File: src/rtl/vds_defines.svh
// vds_defines.svh: offsets, field positions and timing counts of the slicer
// readout. Definitions only; included by the slicer design file.
`ifndef VDS_DEFINES_SVH
`define VDS_DEFINES_SVH

// link frame: field, line number, byte a, byte b, msb first
`define VDS_FRAME_BITS 5'h1b
`define VDS_CNT_MAX 5'h1f
`define VDS_FLD_BIT 26
`define VDS_LINE_HI 25
`define VDS_LINE_LO 16
`define VDS_LINE_W 10
`define VDS_WORD_W 17

// second-field carrier line sits this far above the first-field line
`define VDS_F2_LINE_OFS 10'h107

// readable subaddresses and status bit positions
`define VDS_SUB_DATA_A 8'h2a
`define VDS_SUB_DATA_B 8'h2b
`define VDS_SUB_STATUS 8'h2c
`define VDS_ST_VALID_BIT 1
`define VDS_ST_FIELD_BIT 0

// extended data service byte codes (parity bit stripped)
`define VDS_CLS_W 5
`define VDS_TYP_W 3
`define VDS_XDS_CTL_MIN 7'h01
`define VDS_XDS_CTL_MAX 7'h0e
`define VDS_XDS_END 7'h0f
`define VDS_CAP_CTL_HI 3'h1
`define VDS_TYPE_RATING 7'h05
`define VDS_TYPE_PID 7'h01
`define VDS_TYPE_PNAME 7'h03

// interrupt pulse length
`define VDS_CLK_NS 4
`define VDS_IRQ_PULSE_NS 1000
`define VDS_IRQ_PULSE_CYC \
	((`VDS_IRQ_PULSE_NS + `VDS_CLK_NS - 1) / `VDS_CLK_NS)
`define VDS_PCNT_W 8

`endif

File: src/rtl/vds_pkg.sv
// vds_pkg: types shared by the slicer readout.
// assumes nothing of its surroundings.
package vds_pkg;
	typedef enum logic [1:0] {
		RX_IDLE = 2'b00,
		RX_SHIFT = 2'b01,
		RX_HOLD = 2'b10
	} vds_rx_e;
	typedef enum logic [2:0] {
		IRQ_OFF = 3'b000,
		IRQ_PULSE = 3'b001,
		IRQ_LEVEL = 3'b010
	} vds_irq_e;
endpackage

File: src/rtl/vds_slicer.sv
// vds_slicer: sliced-data readout with extended data service filter,
// word fifo, host read port and interrupt pin.
// assumes link pins are asynchronous to clk_sys; host read strobes are
// one-cycle pulses from register logic on clk_sys.
`include "vds_defines.svh"

module vds_fifo #(
	parameter int W = 17,
	parameter int D = 4
) (
	input wire logic clk_sys,
	input wire logic nrst,
	input wire logic in_valid,
	output logic in_ready,
	input wire logic [W-1:0] in_data,
	output logic out_valid,
	input wire logic out_ready,
	output logic [W-1:0] out_data
);
	localparam int AW = (D > 1) ? $clog2(D) : 1;
	logic [W-1:0] mem_r [D];
	logic [AW-1:0] wp_r, wp_nxt, rp_r, rp_nxt;
	logic [AW:0] cnt_r, cnt_nxt;
	logic push, pop;

	assign in_ready = (cnt_r != (AW+1)'(D));
	assign out_valid = (cnt_r != '0);
	assign out_data = mem_r[rp_r];
	assign push = in_valid && in_ready;
	assign pop = out_valid && out_ready;

	always_comb begin
		wp_nxt = wp_r;
		rp_nxt = rp_r;
		if (push) begin
			wp_nxt = (wp_r == AW'(D - 1)) ? '0 : wp_r + 1'b1;
		end
		if (pop) begin
			rp_nxt = (rp_r == AW'(D - 1)) ? '0 : rp_r + 1'b1;
		end
		cnt_nxt = cnt_r + (AW+1)'(push) - (AW+1)'(pop);
	end

	always_ff @(posedge clk_sys or negedge nrst) begin
		if (!nrst) begin
			wp_r <= '0;
			rp_r <= '0;
			cnt_r <= '0;
		end else begin
			wp_r <= wp_nxt;
			rp_r <= rp_nxt;
			cnt_r <= cnt_nxt;
		end
	end

	for (genvar g = 0; g < D; g++) begin : g_ent
		always_ff @(posedge clk_sys) begin
			if (push && wp_r == AW'(g)) begin
				mem_r[g] <= in_data;
			end
		end
	end
endmodule

module vds_slicer #(
	parameter int FIFO_D = 4
) (
	input wire logic clk_sys,
	input wire logic nrst,
	input wire logic lnk_clk,
	input wire logic lnk_frame,
	input wire logic lnk_dat,
	input wire logic slice_service,
	input wire logic [9:0] slice_line_select,
	input wire logic [4:0] ext_class_filter,
	input wire logic [2:0] ext_type_filter,
	input vds_pkg::vds_irq_e irq_pin_config,
	input wire logic sub_load,
	input wire logic [7:0] sub_addr,
	input wire logic rd_req,
	output logic [7:0] rd_data,
	output logic rd_valid,
	output logic rd_refused,
	output logic slice_valid_flag,
	output logic slice_field_flag,
	output logic lost_frame,
	output logic irq_o,
	output logic irq_oe_n
);
	import vds_pkg::*;

	// link pins: two flops, then an edge tap off the second stage only
	logic [2:0] s1_r, s2_r;
	logic ck3_r, frm3_r;
	logic frm, dat, bit_edge, frame_rise;

	always_ff @(posedge clk_sys or negedge nrst) begin
		if (!nrst) begin
			s1_r <= 3'h0;
			s2_r <= 3'h0;
			ck3_r <= 1'b0;
			frm3_r <= 1'b0;
		end else begin
			s1_r <= {lnk_clk, lnk_frame, lnk_dat};
			s2_r <= s1_r;
			ck3_r <= s2_r[2];
			frm3_r <= s2_r[1];
		end
	end

	assign frm = s2_r[1];
	assign dat = s2_r[0];
	assign bit_edge = s2_r[2] && !ck3_r;
	assign frame_rise = frm && !frm3_r;

	// frame receiver
	vds_rx_e st_r, st_nxt;
	logic [4:0] cnt_r, cnt_nxt;
	logic [26:0] sh_r, sh_nxt, word_r, word_nxt;
	logic lost_r, lost_nxt;
	logic leave;

	always_comb begin
		st_nxt = st_r;
		cnt_nxt = cnt_r;
		sh_nxt = sh_r;
		word_nxt = word_r;
		lost_nxt = 1'b0;
		case (st_r)
			RX_IDLE: begin
				if (frm) begin
					st_nxt = RX_SHIFT;
					cnt_nxt = 5'h0;
				end
			end
			RX_SHIFT: begin
				if (frm && bit_edge && cnt_r != `VDS_CNT_MAX) begin
					sh_nxt = {sh_r[25:0], dat};
					cnt_nxt = cnt_r + 5'h1;
				end else if (!frm) begin
					// short or long frames are dropped silently
					st_nxt = (cnt_r == `VDS_FRAME_BITS) ? RX_HOLD : RX_IDLE;
					word_nxt = sh_r;
				end
			end
			RX_HOLD: begin
				// no second word buffer: a frame during a stall is lost
				lost_nxt = frame_rise;
				if (leave) begin
					st_nxt = RX_IDLE;
				end
			end
			default: st_nxt = RX_IDLE;
		endcase
	end

	always_ff @(posedge clk_sys or negedge nrst) begin
		if (!nrst) begin
			st_r <= RX_IDLE;
			cnt_r <= 5'h0;
			sh_r <= '0;
			word_r <= '0;
			lost_r <= 1'b0;
		end else begin
			st_r <= st_nxt;
			cnt_r <= cnt_nxt;
			sh_r <= sh_nxt;
			word_r <= word_nxt;
			lost_r <= lost_nxt;
		end
	end

	// filter on the held word
	logic fld, lok, xds_on, cen, tok, acc, is_ctl, is_end, is_cap;
	logic [`VDS_LINE_W-1:0] line, want;
	logic [6:0] a7, b7, cdiff;
	logic [2:0] cidx;
	logic inpkt_r, inpkt_nxt, pass_r, pass_nxt, inpkt_c, pass_c;
	logic f_iv, f_ir, f_ov, pop;
	logic [`VDS_WORD_W-1:0] f_od;

	assign fld = word_r[`VDS_FLD_BIT];
	assign line = word_r[`VDS_LINE_HI:`VDS_LINE_LO];
	assign a7 = word_r[14:8];
	assign b7 = word_r[6:0];
	assign cdiff = a7 - `VDS_XDS_CTL_MIN;
	assign cidx = cdiff[3:1];
	assign is_ctl = a7 >= `VDS_XDS_CTL_MIN && a7 <= `VDS_XDS_CTL_MAX;
	assign is_end = a7 == `VDS_XDS_END;
	assign is_cap = a7[6:4] == `VDS_CAP_CTL_HI;
	assign xds_on = !slice_service && ext_class_filter != '0;

	always_comb begin
		want = fld ? slice_line_select + `VDS_F2_LINE_OFS : slice_line_select;
		lok = line == want;
		cen = cidx < 3'(`VDS_CLS_W) && ext_class_filter[cidx];
		// type narrowing, rating tied to class bit 0
		tok = ext_type_filter == '0 ||
			(ext_type_filter[0] && ext_class_filter[0] &&
			b7 == `VDS_TYPE_RATING) ||
			(ext_type_filter[1] && b7 == `VDS_TYPE_PID) ||
			(ext_type_filter[2] && b7 == `VDS_TYPE_PNAME);
		inpkt_c = inpkt_r;
		pass_c = pass_r;
		acc = 1'b0;
		if (slice_service) begin
			// unfiltered, field from type bit 0
			acc = lok && fld == ext_type_filter[0];
		end else if (!xds_on) begin
			acc = lok;
		end else if (lok && fld) begin
			if (is_ctl) begin
				acc = cen && tok;
				inpkt_c = 1'b1;
				pass_c = cen && tok;
			end else if (is_end) begin
				acc = inpkt_r && pass_r;
				inpkt_c = 1'b0;
				pass_c = 1'b0;
			end else if (!is_cap) begin
				acc = inpkt_r && pass_r && a7 != 7'h00;
			end
		end
		leave = st_r == RX_HOLD && (!acc || f_ir);
		inpkt_nxt = leave ? inpkt_c : inpkt_r;
		pass_nxt = leave ? pass_c : pass_r;
	end

	always_ff @(posedge clk_sys or negedge nrst) begin
		if (!nrst) begin
			inpkt_r <= 1'b0;
			pass_r <= 1'b0;
		end else begin
			inpkt_r <= inpkt_nxt;
			pass_r <= pass_nxt;
		end
	end

	assign f_iv = st_r == RX_HOLD && acc;

	vds_fifo #(
		.W(`VDS_WORD_W),
		.D(FIFO_D)
	) u_fifo (
		.clk_sys(clk_sys),
		.nrst(nrst),
		.in_valid(f_iv),
		.in_ready(f_ir),
		.in_data({fld, word_r[15:0]}),
		.out_valid(f_ov),
		.out_ready(pop),
		.out_data(f_od)
	);

	// output bytes, host read port, interrupt pin
	logic [7:0] a_r, a_nxt, b_r, b_nxt, ptr_r, ptr_nxt, rdat_r, rdat_nxt;
	logic [7:0] addr, status;
	logic fld_r, fld_nxt, valid_r, valid_nxt, ra_r, ra_nxt, rb_r, rb_nxt;
	logic rval_r, rval_nxt, rref_r, rref_nxt, irq_r, irq_nxt, oen_r, oen_nxt;
	logic hit_a, hit_b, hit_s, sfield;
	logic [`VDS_PCNT_W-1:0] pcnt_r, pcnt_nxt;

	// drain stalls while a word is held, so the fifo really fills
	assign pop = f_ov && !valid_r;
	// forced to 1 under class filtering
	assign sfield = (ext_class_filter != '0) ? 1'b1 : fld_r;

	always_comb begin
		a_nxt = a_r;
		b_nxt = b_r;
		fld_nxt = fld_r;
		valid_nxt = valid_r;
		ptr_nxt = ptr_r;
		rdat_nxt = rdat_r;
		rval_nxt = 1'b0;
		rref_nxt = 1'b0;
		status = 8'h00;
		status[`VDS_ST_VALID_BIT] = valid_r;
		status[`VDS_ST_FIELD_BIT] = sfield;
		addr = sub_load ? sub_addr : ptr_r;
		hit_a = rd_req && addr == `VDS_SUB_DATA_A;
		hit_b = rd_req && addr == `VDS_SUB_DATA_B;
		hit_s = rd_req && addr == `VDS_SUB_STATUS;
		if (sub_load) begin
			ptr_nxt = sub_addr;
		end
		if (rd_req) begin
			ptr_nxt = addr + 8'h01;
			if (hit_a || hit_b || hit_s) begin
				rval_nxt = 1'b1;
				rdat_nxt = hit_a ? a_r : (hit_b ? b_r : status);
			end else begin
				rref_nxt = 1'b1;
			end
		end
		ra_nxt = ra_r || hit_a;
		rb_nxt = rb_r || hit_b;
		// both bytes read clears the flag
		if (valid_r && ra_nxt && rb_nxt) begin
			valid_nxt = 1'b0;
		end
		pcnt_nxt = (pcnt_r != '0) ? pcnt_r - 1'b1 : pcnt_r;
		if (pop) begin
			a_nxt = f_od[15:8];
			b_nxt = f_od[7:0];
			fld_nxt = f_od[16];
			valid_nxt = 1'b1;
			ra_nxt = 1'b0;
			rb_nxt = 1'b0;
			pcnt_nxt = `VDS_PCNT_W'(`VDS_IRQ_PULSE_CYC);
		end
		case (irq_pin_config)
			IRQ_PULSE: begin
				irq_nxt = pcnt_r != '0;
				oen_nxt = 1'b0;
			end
			IRQ_LEVEL: begin
				irq_nxt = valid_r;
				oen_nxt = 1'b0;
			end
			default: begin
				irq_nxt = 1'b0;
				oen_nxt = 1'b1;
			end
		endcase
	end

	always_ff @(posedge clk_sys or negedge nrst) begin
		if (!nrst) begin
			a_r <= 8'h00;
			b_r <= 8'h00;
			fld_r <= 1'b0;
			valid_r <= 1'b0;
			ra_r <= 1'b0;
			rb_r <= 1'b0;
			ptr_r <= 8'h00;
			rdat_r <= 8'h00;
			rval_r <= 1'b0;
			rref_r <= 1'b0;
			pcnt_r <= '0;
			irq_r <= 1'b0;
			oen_r <= 1'b1;
		end else begin
			a_r <= a_nxt;
			b_r <= b_nxt;
			fld_r <= fld_nxt;
			valid_r <= valid_nxt;
			ra_r <= ra_nxt;
			rb_r <= rb_nxt;
			ptr_r <= ptr_nxt;
			rdat_r <= rdat_nxt;
			rval_r <= rval_nxt;
			rref_r <= rref_nxt;
			pcnt_r <= pcnt_nxt;
			irq_r <= irq_nxt;
			oen_r <= oen_nxt;
		end
	end

	assign rd_data = rdat_r;
	assign rd_valid = rval_r;
	assign rd_refused = rref_r;
	assign slice_valid_flag = valid_r;
	assign slice_field_flag = sfield;
	assign lost_frame = lost_r;
	assign irq_o = irq_r;
	assign irq_oe_n = oen_r;

	chk_load_valid: assert property (@(posedge clk_sys) disable iff (!nrst)
		pop |=> valid_r && a_r == $past(f_od[15:8]) && b_r == $past(f_od[7:0]))
		else $error("new word not loaded with valid flag");
	chk_clear_valid: assert property (@(posedge clk_sys) disable iff (!nrst)
		valid_r && !pop && ra_r && hit_b |=> !valid_r)
		else $error("valid flag not cleared after both reads");
	chk_field_one: assert property (@(posedge clk_sys) disable iff (!nrst)
		$rose(valid_r) && ext_class_filter != '0 |-> slice_field_flag)
		else $error("field flag not 1 under class filter");
	chk_irq_idle: assert property (@(posedge clk_sys) disable iff (!nrst)
		irq_pin_config != IRQ_PULSE && irq_pin_config != IRQ_LEVEL
		|=> irq_oe_n)
		else $error("interrupt pin driven while unconfigured");
	chk_irq_pulse: assert property (@(posedge clk_sys) disable iff (!nrst)
		pop ##1 irq_pin_config == IRQ_PULSE [*2] |=> irq_o [*8])
		else $error("no interrupt pulse on new data");
	chk_irq_level: assert property (@(posedge clk_sys) disable iff (!nrst)
		irq_pin_config == IRQ_LEVEL |=> irq_o == $past(valid_r) && !irq_oe_n)
		else $error("level interrupt does not follow valid");
	chk_wss_pass: assert property (@(posedge clk_sys) disable iff (!nrst)
		st_r == RX_HOLD && slice_service && lok &&
		fld == ext_type_filter[0] |-> f_iv)
		else $error("widescreen word filtered");
	chk_raw_pass: assert property (@(posedge clk_sys) disable iff (!nrst)
		st_r == RX_HOLD && !slice_service && ext_class_filter == '0 && lok
		|-> f_iv)
		else $error("unfiltered caption word dropped");
	chk_f2_only: assert property (@(posedge clk_sys) disable iff (!nrst)
		f_iv && xds_on |-> fld)
		else $error("field 1 word passed with class filter");
	chk_refuse: assert property (@(posedge clk_sys) disable iff (!nrst)
		rd_req && !hit_a && !hit_b && !hit_s |=> rd_refused && !rd_valid)
		else $error("control register read not refused");
	chk_incr: assert property (@(posedge clk_sys) disable iff (!nrst)
		rd_req && !sub_load |=> ptr_r == $past(ptr_r) + 8'h01)
		else $error("subaddress not incremented");
endmodule

File: config.mk
export PLATFORM = sky130hd
export DESIGN_NAME = vds_slicer
export DESIGN_NICKNAME = d
export VERILOG_FILES = /design/src/rtl/vds_pkg.sv /design/src/rtl/vds_slicer.sv
export VERILOG_INCLUDE_DIRS = /design/src /design/src/rtl
export SDC_FILE = /design/constraint.sdc
export NUM_CORES = 1
export LEC_CHECK = 0
export BUFFER_PORTS_ARGS = -buffer_cell sky130_fd_sc_hd__buf_2
export CORE_ASPECT_RATIO = 2
export CORE_MARGIN = 3
export CORE_UTILIZATION = 40
export CTS_BUF_LIST = sky130_fd_sc_hd__clkbuf_4 sky130_fd_sc_hd__clkbuf_8
export DETAILED_ROUTE_END_ITERATION = 6
export MAX_ROUTING_LAYER = met4
export PLACE_DENSITY = 0.55
export SLEW_MARGIN = 30
export SYNTH_ARGS = -nofsm -noshare
export SYNTH_HDL_FRONTEND = slang
export SYNTH_HIERARCHICAL = 1
export SYNTH_SLANG_ARGS = --single-unit
File: constraint.sdc
create_clock -name clk_sys -period 6.85 [get_ports clk_sys]
set_clock_uncertainty 0.05 [all_clocks]
set_input_delay 1.0275 -clock clk_sys [delete_from_list [all_inputs] [get_ports clk_sys]]
set_output_delay 1.0275 -clock clk_sys [all_outputs]
set_load 0.01 [all_outputs]
==> impl_results.md <==
* Status: finished, final reports clean
* Synth Register Bits at 195
* First-pass GRT wire length at around 27 mm
* CP max-delay cell: nor4b_1
* Via-per-instance ratio at between 5 and 6
* Row cnt at 74
* Largest cells by area after synthesis: dfrtp_1 37%, edfxtp_1 24%, mux2_2 7.8%, mux4_2 4.8%, nand2_1 4.2%
* Synth Flop Type: dfrtp_1
* Buf+Inv Stages, Crit Path at 5
* Total routed wirelength at roughly 16 mm
* Die H at 211.1 um
* Placed cell areas at 0.008969 mm2
* Die area at roughly 0.023 mm2
* H-tree levels at 4
* Detail Placement HPWL at about 12 mm
* Required time worst endpoint at slightly above 7000 ps
* Post-synthesis average cell area at 13.65 um2
* Biggest cell delay along the critical path at between 300 and 400 ps
* Stages on worst setup path at 19
* CP endpoint: u_fifo/cnt_r[2]$_DFF_PN0_
* Fraction of layout cells with a size suffix above 1 at 26.68%
* Worst Path Arrival at approximately 4200 ps
* Starting Density at 40.92%
* Fmax at around 260 MHz
* Hold Crit Class: reg2reg
* Final ANT Viol Nets at 0
* Critical Path, Cell by Cell: buf_2 -> inv_1 -> ha_1 -> nand2b_1 -> nand3_1 -> xnor2_1 -> nor2_1 -> nor4b_1 -> nand4b_1 -> nor2_1 -> and2_4 -> inv_1 -> ha_1 -> inv_1 -> ha_1 -> inv_1 -> fa_1 -> xnor2_1 -> xnor2_1
* Area leader, netlist: dfrtp_1
* Final hold vios at 0
* Ys async rst share at 65.13%
* Minimum clock period at around 3900 ps
* Pwr Density at 244.9 mW/mm2
* CP top delay family: simple AND/OR/NAND/NOR gates
* Initial antenna violation count at 0
* TritonCTS clock tree: yes
* Area fraction of the dominant cell type after synthesis at between 30% and 40%
* Nets@finish at 730
* CP max FO at 5
* Largest net degree at the start of global routing at ~80
* GRT Util Overall at 15.78%
* Worst Tran Pin Value at just under 900 ps
* # port buffers at just over 50
* Initial DRC count at 204
* Synth Net Count at approximately 670
* Clock latency on the worst-skew pair at 470 ps
* Final Cycle Share at between 50% and 60%
* Fin. max-slew vios at 0
* Critical path startpoint category: input port
* Worst flop-to-flop path startpoint: word_r[8]$_DFFE_PN0P_
* R2r worst-path depth at 17
* Critical Path Source: slice_line_select[0]
* Postcts setup bufs at 0
* TritonCTS Buffers at 17
* Ant diodes at 0
* Crit Path Category: in2reg
* Routed vias at 4949
* Overflow after GRT at 0
* Fraction of the yosys area taken by sequential cells at between 60% and 70%
* I/O pins at 52
* Final Setup Violations at 0
* Number of synthesized flops with an enable pin at between 60 and 70
* Synthesis-to-layout area growth at 11.22%
* Clock sinks at ~200
* Pleak at 4.159 nW
* Maximum VDD drop at about 0.00013 V
* R2R Setup Slk at around 3000 ps
* Clock tree buffer depth at 2
* Crit path capture type: flip-flop
* PostCTS Resize Cnt at 0
* Post-DR wirelength/cell at between 15 and 20 um
* Most used cell, CP: inv_1
* Die width at between 100 and 150 um
* Final GP Congestion at ~0.8
* Reg clk slew, reported paths at ~100 ps
* Residual DRC at 0
* RSZ-0062 raised after global routing: no
* Synth Cell Area at between 0.008 and 0.009 mm2
* Synthesized instance count at 616
* Post-Route Setup TNS at 0 ps
* Vias in the first global route at approximately 5400
* RR Endpoint: u_fifo/cnt_r[2]$_DFF_PN0_
* Syn. warnings at 6
* Max transition margin at 40.52%
* First-pass iteration count of the detailed router at 4
* Max cap viols at 0
* Cts hold-fix bufs at 0
* Design area at slightly above 0.009 mm2
* Area of the core at 0.02055 mm2
* Clock root cell: clkbuf_8
* Yosys cell types at 63
## layout by cell type, fill, tap and decap left out, types with 9 or more instances in the layout
| cell | instances |
|---|---|
| a21oi_1 | 12 |
| edfxtp_1 | 68 |
| mux4_2 | 18 |
| xnor2_1 | 17 |
| ha_1 | 19 |
| mux2i_1 | 9 |
| xor2_1 | 15 |
| nor2_1 | 32 |
| nor3_1 | 9 |
| inv_1 | 21 |
| buf_2 | 50 |
| nand2_1 | 93 |
| clkbuf_8 | 17 |
| mux2_2 | 58 |
| dfrtp_1 | 126 |
## registers in the layout, indices dropped and copies added (netlist names), 3 cells and up
| register | flops |
|---|---|
| u_fifo/mem_r | 68 |
| s2_r | 3 |
| cnt_r | 5 |
| u_fifo/cnt_r | 3 |
| s1_r | 3 |
| pcnt_r | 8 |
| rd_data | 8 |
| a_r | 8 |
| word_r | 27 |
| b_r | 8 |
| ptr_r | 8 |
| sh_r | 27 |
## cells in the mapped netlist (2+ instances only)
master    count
a21oi_1      12
a221o_1       6
a22o_1        2
a311oi_1      2
a31oi_1       2
a32oi_1       2
and2_1        5
and3_1        4
and3_2        4
and3b_1       4
buf_1         3
buf_2         5
buf_4         2
clkbuf_1      9
dfrtp_1     126
edfxtp_1     68
ha_1         19
inv_1        20
mux2_2       58
mux2_4        2
mux2i_1       9
mux4_2       18
nand2_1      93
nand2b_1      5
nand3_1       7
nand3b_1      3
nand4_1       3
nand4b_1      2
nor2_1       33
nor2b_1       3
nor3_1        9
nor3b_1       2
nor4_1        3
o21ai_0       5
o31ai_1       5
or3_1         4
xnor2_1      17
xor2_1       15
## metrics by stage
| stage | hold slack [ps] | instances | setup slack (ps) | utilization, % | total power [W] |
|---|---|---|---|---|---|
| global route | 321.4 | 952 | 2618 | 45.51 | 0.002409 |
| global placement | 284.3 | 920 | 2627 | 43.63 | 0.001589 |
| finish | 307.1 | 952 | 2975 | 45.51 | 0.002291 |
| floorplan | 281.2 | 616 | 2972 | - | 0.001507 |
| detailed placement | 287.2 | 920 | 2523 | 43.63 | 0.001601 |
| CTS | 311.5 | 952 | 2992 | 45.49 | 0.002328 |
## logic make-up after synthesis
| logic type | synth area share, % |
|---|---|
| xor+xnor | 3.332 |
| mux | 14.15 |
| compound gates | 4.151 |
| buf+inv | 1.949 |
| fa+ha+maj | 3.065 |
| simple gates | 11.28 |
| flops | 62.08 |
## final cells by class
type | count | area [um2]
Fill cell | 1874 | 11200
Multi-Input combinational cell | 381 | 3033
Inverter | 21 | 78.83
Clock buffer | 17 | 234.0
Timing Repair Buffer | 57 | 306.5
Clock inverter | 15 | 147.6
Sequential cell | 195 | 5221
Tap cell | 266 | 332.8
## layer usage
metal / wire [um] / global-route usage, %
met1: 6168 / 16.31
met3: 500 / 2.906
met4: 308 / 5.754
met2: 9224 / 29.12
met5: 0 / -
## worst min path at each step
stage / start / to / cells past startpoint
2_1_floorplan: s1_r[0]$_DFF_PN0_ / s2_r[0]$_DFF_PN0_ / 0
3_3_place_gp: s1_r[1]$_DFF_PN0_ / s2_r[1]$_DFF_PN0_ / 0
3_5_place_dp: s1_r[0]$_DFF_PN0_ / s2_r[0]$_DFF_PN0_ / 0
4_1_cts: s1_r[0]$_DFF_PN0_ / s2_r[0]$_DFF_PN0_ / 0
5_1_grt: s1_r[0]$_DFF_PN0_ / s2_r[0]$_DFF_PN0_ / 0
6_report: s1_r[0]$_DFF_PN0_ / s2_r[0]$_DFF_PN0_ / 0
## power by group
part / switching (W) / internal [W]
registers: 0.0000625 / 0.00128
logic: 0.000119 / 0.000107
clock network: 0.000421 / 0.000298
## worst reg2reg max path: stages (launching register included)
cell      delay, ps
dfrtp_1         530
inv_1           150
ha_1            230
xor2_1          230
mux4_2          240
a21oi_1          90
o41ai_2         310
o211ai_1        210
nor2_1          260
and2_4          220
inv_1            40
ha_1            260
inv_1            60
ha_1            130
inv_1            50
fa_1            380
xnor2_1         180
xnor2_1         130
(Power assumes the default switching activity.)
